<file path="src/hdl/ics_pkg.sv">
// Shared constants, state codes and carriers of the two-wire controller register block
package ics_pkg;
    // Register byte offsets
    localparam logic [7:0] CTL1_OFS = 8'h04;
    localparam logic [7:0] ADDR0_OFS = 8'h08;
    localparam logic [7:0] ADDR1_OFS = 8'h0C;
    localparam logic [7:0] DATA_OFS = 8'h10;
    localparam logic [7:0] STAT0_OFS = 8'h14;
    localparam logic [7:0] IRQST_OFS = 8'h18;
    localparam logic [7:0] IRQCLR_OFS = 8'h1C;
    localparam logic [7:0] IRQEN_OFS = 8'h20;
    // Control word 1 field positions
    localparam int CTL1_FINAL_BIT = 12;
    localparam int CTL1_DMAEN_BIT = 11;
    localparam int CTL1_BUFFER_IRQ_ENABLE_BIT = 10;
    localparam int CTL1_EVENT_IRQ_ENABLE_BIT = 9;
    localparam int CTL1_ERROR_IRQ_ENABLE_BIT = 8;
    localparam int CTL1_MHZ_LSB = 0;
    // Own address field positions
    localparam int ADDR0_WIDE_BIT = 15;
    localparam int ADDR0_HI_LSB = 8;
    localparam int ADDR_MID_LSB = 1;
    localparam int ADDR_LOW_BIT = 0;
    // Status word 0 field positions
    localparam int STAT0_ERRHI_LSB = 14;
    localparam int STAT0_ERRLO_LSB = 8;
    localparam int STAT0_TXE_BIT = 7;
    localparam int STAT0_RXF_BIT = 6;
    localparam int STAT0_EV_LSB = 0;
    // Reset values
    localparam logic [31:0] REG_RESET = 32'h00000000;
    localparam logic [7:0] BYTE_RESET = 8'h00;
    // Byte bookkeeping and 10-bit header prefix
    localparam logic [3:0] BITS_PER_BYTE = 4'h8;
    localparam logic [4:0] HEADER10 = 5'h1E;
    // Link receiver states
    typedef enum logic [5:0] {
        ST_IDLE = 6'h01,
        ST_HEAD = 6'h02,
        ST_LOW10 = 6'h04,
        ST_DATA = 6'h08,
        ST_ACK = 6'h10,
        ST_SKIP = 6'h20
    } ics_link_e;
    // Event pulses from the bus engine
    typedef struct packed {
        logic startSent;
        logic header10Sent;
        logic byteDone;
        logic txTaken;
    } ics_events_s;
    // Error pulses, ordered as the status word holds them
    typedef struct packed {
        logic alert;
        logic timeout;
        logic packet_check_mismatch_flag;
        logic overrun;
        logic nackErr;
        logic arbLoss;
        logic busErr;
    } ics_errors_s;
endpackage

</file>
<file path="src/hdl/ics_regs.sv">
// Configuration, address, buffer and status registers with a slave address receiver
`timescale 1ns/1ps
`default_nettype none
module ics_regs (
    input wire logic clk_sys,
    input wire logic reset_n,
    input wire logic [7:0] regAddr,
    input wire logic [31:0] regWdata,
    input wire logic regWrite,
    input wire logic regRead,
    output logic [31:0] regRdata,
    input wire logic sclIn,
    input wire logic sdaIn,
    output logic sdaOut,
    output logic sdaOe,
    input wire ics_pkg::ics_events_s coreEvents,
    input wire ics_pkg::ics_errors_s coreErrors,
    input wire logic endOfTransferSignal,
    output logic dmaRequest,
    output logic lastTransfer,
    output logic eventIrq,
    output logic errorIrq,
    output logic irq,
    output logic [7:0] transferByte,
    output logic [5:0] peripheralClockMhz
);
    // Control word 1
    logic dmaFinalBlockFlag, dmaRequestEnable, bufferIrqEnable, eventIrqEnable, errorIrqEnable;
    // Own addresses
    logic ownAddressWidthSelect, secondAddressEnable;
    logic [9:0] ownAddr;
    logic [6:0] alternateSlaveAddress;
    // Status flags
    logic [6:0] errFlags;
    logic [4:0] evFlags;
    logic transmitEmptyFlag, receiveFullFlag;
    logic [3:0] irqStat, irqEn;
    // Link sampling and receiver
    logic [1:0] pinS1, pinS2, pinS3, pinF, pinFd;
    ics_pkg::ics_link_e state, next_state, after, next_after;
    logic [3:0] bitCnt;
    logic [7:0] shiftReg;

    // Register decode
    wire hitCtl1 = regAddr == ics_pkg::CTL1_OFS;
    wire hitAddr0 = regAddr == ics_pkg::ADDR0_OFS;
    wire hitAddr1 = regAddr == ics_pkg::ADDR1_OFS;
    wire hitData = regAddr == ics_pkg::DATA_OFS;
    wire hitStat = regAddr == ics_pkg::STAT0_OFS;
    wire hitIrqSt = regAddr == ics_pkg::IRQST_OFS;
    wire hitIrqClr = regAddr == ics_pkg::IRQCLR_OFS;
    wire hitIrqEn = regAddr == ics_pkg::IRQEN_OFS;
    wire wrData = regWrite & hitData;
    wire rdData = regRead & hitData;
    wire wrStat = regWrite & hitStat;
    wire rdStat = regRead & hitStat;

    // Filtered pin levels and their edges; bit 0 is the clock line, bit 1 the data line
    wire sclRise = pinF[0] & ~pinFd[0];
    wire sclFall = ~pinF[0] & pinFd[0];
    wire sclHigh = pinF[0] & pinFd[0];
    wire startCond = sclHigh & pinFd[1] & ~pinF[1];
    wire stopCond = sclHigh & ~pinFd[1] & pinF[1];
    wire stHead = state == ics_pkg::ST_HEAD;
    wire stLow10 = state == ics_pkg::ST_LOW10;
    wire stData = state == ics_pkg::ST_DATA;
    wire recv = stHead | stLow10 | stData;
    wire byteReady = recv & sclFall & (bitCnt == ics_pkg::BITS_PER_BYTE);

    // Address compare
    wire match7 = ~ownAddressWidthSelect & (shiftReg[7:1] == ownAddr[7:1]);
    wire matchAlt = secondAddressEnable & (shiftReg[7:1] == alternateSlaveAddress);
    wire head10 = ownAddressWidthSelect & (shiftReg[7:1] == {ics_pkg::HEADER10, ownAddr[9:8]});
    wire low10 = shiftReg == ownAddr[7:0];
    wire addrHit = byteReady & ((stHead & (match7 | matchAlt)) | (stLow10 & low10));
    wire ackNow = byteReady & ((stHead & head10) | stData) | addrHit;
    wire rxLoad = byteReady & stData;

    // Flag set and clear terms; a set in the cycle of a clear wins
    wire [6:0] errSet = coreErrors | {3'h0, rxLoad & receiveFullFlag, 3'h0};
    wire [6:0] errKeep = wrStat ? {regWdata[15:14], regWdata[12:8]} : 7'h7F;
    wire [4:0] evSet = {stopCond, coreEvents.header10Sent, coreEvents.byteDone, addrHit,
        coreEvents.startSent};
    wire [3:0] irqSet = {|errSet, stopCond, rxLoad, addrHit};
    wire [3:0] irqClr = (regWrite & hitIrqClr) ? regWdata[3:0] : 4'h0;
    wire [15:0] stat0 = {errFlags[6:5], 1'b0, errFlags[4:0], transmitEmptyFlag,
        receiveFullFlag, 1'b0, evFlags};

    // Read data selection; unmapped and reserved bits read as zero
    logic [31:0] next_rdata;
    always_comb begin
        next_rdata = ics_pkg::REG_RESET;
        if (hitCtl1) begin
            next_rdata[ics_pkg::CTL1_FINAL_BIT] = dmaFinalBlockFlag;
            next_rdata[ics_pkg::CTL1_DMAEN_BIT] = dmaRequestEnable;
            next_rdata[ics_pkg::CTL1_BUFFER_IRQ_ENABLE_BIT] = bufferIrqEnable;
            next_rdata[ics_pkg::CTL1_EVENT_IRQ_ENABLE_BIT] = eventIrqEnable;
            next_rdata[ics_pkg::CTL1_ERROR_IRQ_ENABLE_BIT] = errorIrqEnable;
            next_rdata[ics_pkg::CTL1_MHZ_LSB +: 6] = peripheralClockMhz;
        end else if (hitAddr0) begin
            next_rdata[ics_pkg::ADDR0_WIDE_BIT] = ownAddressWidthSelect;
            next_rdata[9:0] = ownAddr;
        end else if (hitAddr1) begin
            next_rdata[7:0] = {alternateSlaveAddress, secondAddressEnable};
        end else if (hitData) begin
            next_rdata[7:0] = transferByte;
        end else if (hitStat) begin
            next_rdata[15:0] = stat0;
        end else if (hitIrqSt) begin
            next_rdata[3:0] = irqStat;
        end else if (hitIrqEn) begin
            next_rdata[3:0] = irqEn;
        end
    end

    // Receiver sequencing; start restarts anywhere, stop always ends the frame
    always_comb begin
        next_state = state;
        next_after = after;
        if (startCond) begin
            next_state = ics_pkg::ST_HEAD;
        end else if (stopCond) begin
            next_state = ics_pkg::ST_IDLE;
        end else begin
            case (state)
                ics_pkg::ST_HEAD, ics_pkg::ST_LOW10, ics_pkg::ST_DATA: begin
                    if (byteReady) begin
                        next_state = ackNow ? ics_pkg::ST_ACK : ics_pkg::ST_SKIP;
                        if (stHead & head10) begin
                            next_after = ics_pkg::ST_LOW10;
                        end else if (stHead & shiftReg[0]) begin
                            next_after = ics_pkg::ST_SKIP; // Reads are served by the engine
                        end else begin
                            next_after = ics_pkg::ST_DATA;
                        end
                    end
                end
                ics_pkg::ST_ACK: begin
                    if (sclFall) begin
                        next_state = after;
                    end
                end
                default: begin
                end
            endcase
        end
    end

    // Three-stage pin sampling; a level counts once stages two and three agree
    always_ff @(posedge clk_sys) begin
        if (!reset_n) begin
            pinS1 <= 2'h3;
            pinS2 <= 2'h3;
            pinS3 <= 2'h3;
            pinF <= 2'h3;
            pinFd <= 2'h3;
        end else begin
            pinS1 <= {sdaIn, sclIn};
            pinS2 <= pinS1;
            pinS3 <= pinS2;
            pinF <= (pinS2 & pinS3) | (pinF & (pinS2 ^ pinS3));
            pinFd <= pinF;
        end
    end

    // Receiver state, bit counter and shifter
    always_ff @(posedge clk_sys) begin
        if (!reset_n) begin
            state <= ics_pkg::ST_IDLE;
            after <= ics_pkg::ST_IDLE;
            bitCnt <= 4'h0;
            shiftReg <= ics_pkg::BYTE_RESET;
            sdaOut <= 1'b0;
            sdaOe <= 1'b0;
        end else begin
            state <= next_state;
            after <= next_after;
            sdaOut <= 1'b0;
            sdaOe <= next_state == ics_pkg::ST_ACK;
            if (startCond | (sclFall & (state == ics_pkg::ST_ACK))) begin
                bitCnt <= 4'h0;
            end else if (recv & sclRise & (bitCnt != ics_pkg::BITS_PER_BYTE)) begin
                bitCnt <= bitCnt + 4'h1;
                shiftReg <= {shiftReg[6:0], pinF[1]};
            end
        end
    end

    // Software-written configuration
    always_ff @(posedge clk_sys) begin
        if (!reset_n) begin
            {dmaFinalBlockFlag, dmaRequestEnable, bufferIrqEnable} <= 3'h0;
            {eventIrqEnable, errorIrqEnable} <= 2'h0;
            peripheralClockMhz <= 6'h00;
            {ownAddressWidthSelect, ownAddr} <= 11'h000;
            {alternateSlaveAddress, secondAddressEnable} <= 8'h00;
            irqEn <= 4'h0;
        end else if (regWrite) begin
            if (hitCtl1) begin
                dmaFinalBlockFlag <= regWdata[ics_pkg::CTL1_FINAL_BIT];
                dmaRequestEnable <= regWdata[ics_pkg::CTL1_DMAEN_BIT];
                bufferIrqEnable <= regWdata[ics_pkg::CTL1_BUFFER_IRQ_ENABLE_BIT];
                eventIrqEnable <= regWdata[ics_pkg::CTL1_EVENT_IRQ_ENABLE_BIT];
                errorIrqEnable <= regWdata[ics_pkg::CTL1_ERROR_IRQ_ENABLE_BIT];
                peripheralClockMhz <= regWdata[ics_pkg::CTL1_MHZ_LSB +: 6];
            end
            if (hitAddr0) begin
                ownAddressWidthSelect <= regWdata[ics_pkg::ADDR0_WIDE_BIT];
                ownAddr <= regWdata[9:0];
            end
            if (hitAddr1) begin
                alternateSlaveAddress <= regWdata[ics_pkg::ADDR_MID_LSB +: 7];
                secondAddressEnable <= regWdata[ics_pkg::ADDR_LOW_BIT];
            end
            if (hitIrqEn) begin
                irqEn <= regWdata[3:0];
            end
        end
    end

    // Byte buffer; a received byte wins over a software write in the same cycle
    always_ff @(posedge clk_sys) begin
        if (!reset_n) begin
            transferByte <= ics_pkg::BYTE_RESET;
        end else if (rxLoad) begin
            transferByte <= shiftReg;
        end else if (wrData) begin
            transferByte <= regWdata[7:0];
        end
    end

    // Status flags; event flags clear on a status read, error flags on a written 0
    always_ff @(posedge clk_sys) begin
        if (!reset_n) begin
            errFlags <= 7'h00;
            evFlags <= 5'h00;
            transmitEmptyFlag <= 1'b0;
            receiveFullFlag <= 1'b0;
            irqStat <= 4'h0;
        end else begin
            errFlags <= (errFlags & errKeep) | errSet;
            evFlags <= (evFlags & ~{5{rdStat}}) | evSet;
            transmitEmptyFlag <= (transmitEmptyFlag & ~wrData) | coreEvents.txTaken;
            receiveFullFlag <= (receiveFullFlag & ~rdData) | rxLoad;
            irqStat <= (irqStat & ~irqClr) | irqSet;
        end
    end

    // Registered outputs
    always_ff @(posedge clk_sys) begin
        if (!reset_n) begin
            regRdata <= ics_pkg::REG_RESET;
            {dmaRequest, lastTransfer, eventIrq, errorIrq, irq} <= 5'h00;
        end else begin
            regRdata <= regRead ? next_rdata : ics_pkg::REG_RESET;
            dmaRequest <= dmaRequestEnable & (transmitEmptyFlag | receiveFullFlag);
            lastTransfer <= endOfTransferSignal & dmaFinalBlockFlag;
            eventIrq <= eventIrqEnable & ((|evFlags) |
                (bufferIrqEnable & (transmitEmptyFlag | receiveFullFlag)));
            errorIrq <= errorIrqEnable & (|errFlags);
            irq <= |(irqStat & irqEn);
        end
    end
endmodule
`default_nettype wire

</file>
<file path="config.mk">
export PLATFORM = sky130hd
export DESIGN_NAME = ics_regs
export DESIGN_NICKNAME = d
export VERILOG_FILES = /design/src/hdl/ics_pkg.sv /design/src/hdl/ics_regs.sv
export SDC_FILE = /design/constraint.sdc
export NUM_CORES = 1
export LEC_CHECK = 0
export ABC_CLOCK_PERIOD_IN_PS = 4600
export BUFFER_PORTS_ARGS = -buffer_cell sky130_fd_sc_hd__buf_4
export CORE_MARGIN = 1.5
export CORE_UTILIZATION = 50
export DETAILED_ROUTE_END_ITERATION = 12
export PLACE_DENSITY = 0.8
export SLEW_MARGIN = 20
export SYNTH_ARGS = -nofsm -noshare
export SYNTH_HDL_FRONTEND = slang
export SYNTH_SLANG_ARGS = --single-unit
</file>
<file path="constraint.sdc">
create_clock -name clk_sys -period 4.6 [get_ports clk_sys]
set_input_delay 1.15 -clock clk_sys [delete_from_list [all_inputs] [get_ports clk_sys]]
set_output_delay 1.15 -clock clk_sys [all_outputs]
set_load 0.01 [all_outputs]
</file>
==> metrics.txt <==
first-pass GRT wire length=21.93 mm; crit path DAT=3420 ps; Min Clock Period, post-route=3027 ps; most instantiated library cell after synthesis=dfxtp_1; Initial Util=51.86%; CTS H-Tree Depth=4; clock transition at the registers of the reported paths=60 ps; r2r setup slk=2430 ps; I/O Buffers=75; synth warn=0; Mapped Cells=609; count of final setup violators=0; antenna cells=0; max incr delay on CP=750 ps; total congestion overflow=0; drt via density=5.766; clock share of power=56.9%; post-CTS sizing=0; total CTS buffers=17; Clock Tree Root=clkbuf_8; Layout area overhead=23.59%; slew margin rel.=44.39%; Leakage=2.540 nW; dpl hpwl=9.393 mm; clock tree sinks=113; CTS tree=done; worst slew pin tran=829.6 ps; distinct cell type count of the synthesized netlist=59; core box area=0.009819 mm2; GRT Resource Usage Total=25.85%; Skew-Pair Late Insertion Delay=520 ps; Die Width=103.9 um; CP Cell Sequence=buf_4 -> or4b_1 -> nor3_2 -> nand2_1 -> o21ai_1 -> a21oi_1; vias in the first global route=4392; Final Hold Viols=0; top cells by area, synth=dfxtp_1 44%, a21oi_1 6.0%, nand2_1 6.0%; skew final=6.372 ps; Die Y=103.9 um; routability congestion estimate from global placement=0.8857; FMAX=0.3303 GHz; maximum capacitance violations=0; logic gate share of total power=4.3%; fillcell total=806; Hold Crit Class=reg2reg; Sw Share=20.40%; Post-synth ARST share=0%; sequential share of power=38.7%; peak supply drop=241.9 uV; I/O Pins=111; fraction of the yosys area taken by sequential cells=44.42%; Crit Path Category=in2reg; post-route ant nets=0; Row Count=36; post-synth top area cell=dfxtp_1; multi-input logic area=0.002534 mm2; EDFF count, synth=0; unrepaired setup endpoints after global routing=false; initial antenna violation count=0; most frequent cells after synthesis=113 x dfxtp_1, 81 x nand2_1, 61 x a21oi_1; CP top delay family=simple AND/OR/NAND/NOR gates; drt total wl=13.66 mm; hold_buf cts=0; top-area cell type share of the netlist area=44.42%; DR DRC count=0; critical path required time=4990 ps; crit-path max FO=11; Switch Pwr=529.3 uW; Setup crit end kind=flip-flop; crit path buf inv count=1; slowest CP cell=nor3_2; WL/cell=16.76 um; number of synthesized register bits=113; crit share post-route=65.81%; share of post-route cells with drive strength above 1=18.33%; full die area=0.01080 mm2; Startpoint Class=input pin; post-CTS setup repair buffer count=0; Detailed Routing Iterations Pass 1=5; Post-Syn Area per Cell=8.362 um2; Clock Path Buffers=2; FF+latch area=0.002262 mm2; Post-Syn Area=0.005092 mm2; status=complete, no violations; Net count, final=731; Pins Over Slew Limit=0; Most used DFF post-synth=dfxtp_1; largest net degree at the start of global routing=40; TNS Setup=0 ps; Internal Power=2.066 mW; Pwr Total=2.595 mW; pwr dens=412.3 mW/mm2; Vias=4699; Iter 0 DRT Violations=472
## final timing paths
kind | start | end | depth (start not counted)
max | regAddr[5] | errFlags[6]$_SDFF_PN0_ | 6
min | pinS1[1]$_SDFF_PN1_ | pinS2[1]$_SDFF_PN1_ | 1
max reg2reg | bitCnt[0]$_SDFFE_PP0P_ | irqStat[3]$_SDFF_PN0_ | 8
min reg2reg | pinS1[1]$_SDFF_PN1_ | pinS2[1]$_SDFF_PN1_ | 1
## layout by cell type, fill, tap and decap left out, types with 13 or more instances in the layout
cell type / count
buf_4: 79
conb_1: 18
xor2_1: 18
o21ai_0: 14
dfxtp_1: 113
a22oi_1: 16
nor2_1: 55
nand2b_1: 17
mux2i_1: 17
inv_1: 17
a21oi_1: 61
nand2_1: 81
nand3_1: 18
a31oi_1: 13
o21ai_1: 17
clkbuf_16: 16
## registers in the layout, summed over array words and instances, names as in the netlist, 5 cells and up
register               cells
errFlags                   7
state                      6
ownAddr                   10
alternateSlaveAddress      7
shiftReg                   8
evFlags                    5
transferByte               8
regRdata                  15
peripheralClockMhz         6
## logic make-up after synthesis
family	count (synthesis)	synth area share, %
AO/OA/AOI/OAI	145	16.93
XOR/XNOR	22	3.784
adder cells (fa/ha/maj)	4	0.9828
buffers and inverters	74	7.076
flip-flops	113	44.42
multiplexers	18	3.563
other	1	0.07364
AND/OR/NAND/NOR	232	23.17
## cell type report
| type | instances | area share (%) |
|---|---|---|
| Tap cell | 133 | 2.644 |
| Clock inverter | 10 | 3.241 |
| Timing Repair Buffer | 79 | 9.423 |
| Sequential cell | 113 | 35.94 |
| Multi-Input combinational cell | 439 | 40.26 |
| Inverter | 19 | 1.133 |
| Clock buffer | 22 | 7.356 |
## power by group through the flow
stage	clock [mW]	sequential [mW]	combinational, mW
3_3_place_gp	0	1.02	0.108
2_1_floorplan	0	1.02	0.0753
3_5_place_dp	0	1.02	0.110
6_report	1.48	1.00	0.113
5_1_grt	1.54	1.01	0.124
4_1_cts	1.48	1.00	0.111
## stage by stage
step	instance area [um2]	utilization, %	worst slack, ps	hold WS (ps)	std cells
finish	6294	64.09	1573	406.0	815
global route	6294	64.09	1486	429.8	815
CTS	6294	64.09	1637	405.8	815
detailed placement	5627	57.30	1079	392.2	783
global placement	5627	57.30	1138	394.2	783
floorplan	5156	-	1932	386.3	626
## worst register-to-register path: stages, from the launching register on
cell and delay [ps]:
dfxtp_1 380, inv_1 70, ha_1 180, and3b_1 180, nand3b_1 120, nand2b_1 600
clkinv_1 150, a21oi_1 250, a31oi_1 110
## routing by layer
metal  up-vias  track usage [%]  routed length [um]
met2       263            40.44                6397
met3        40            7.769                1233
met4         0            12.00                 369
li1       2198                -                   -
met5         -                0                   0
met1      2198            32.75                5657
Power figures use the tool's default switching activity.
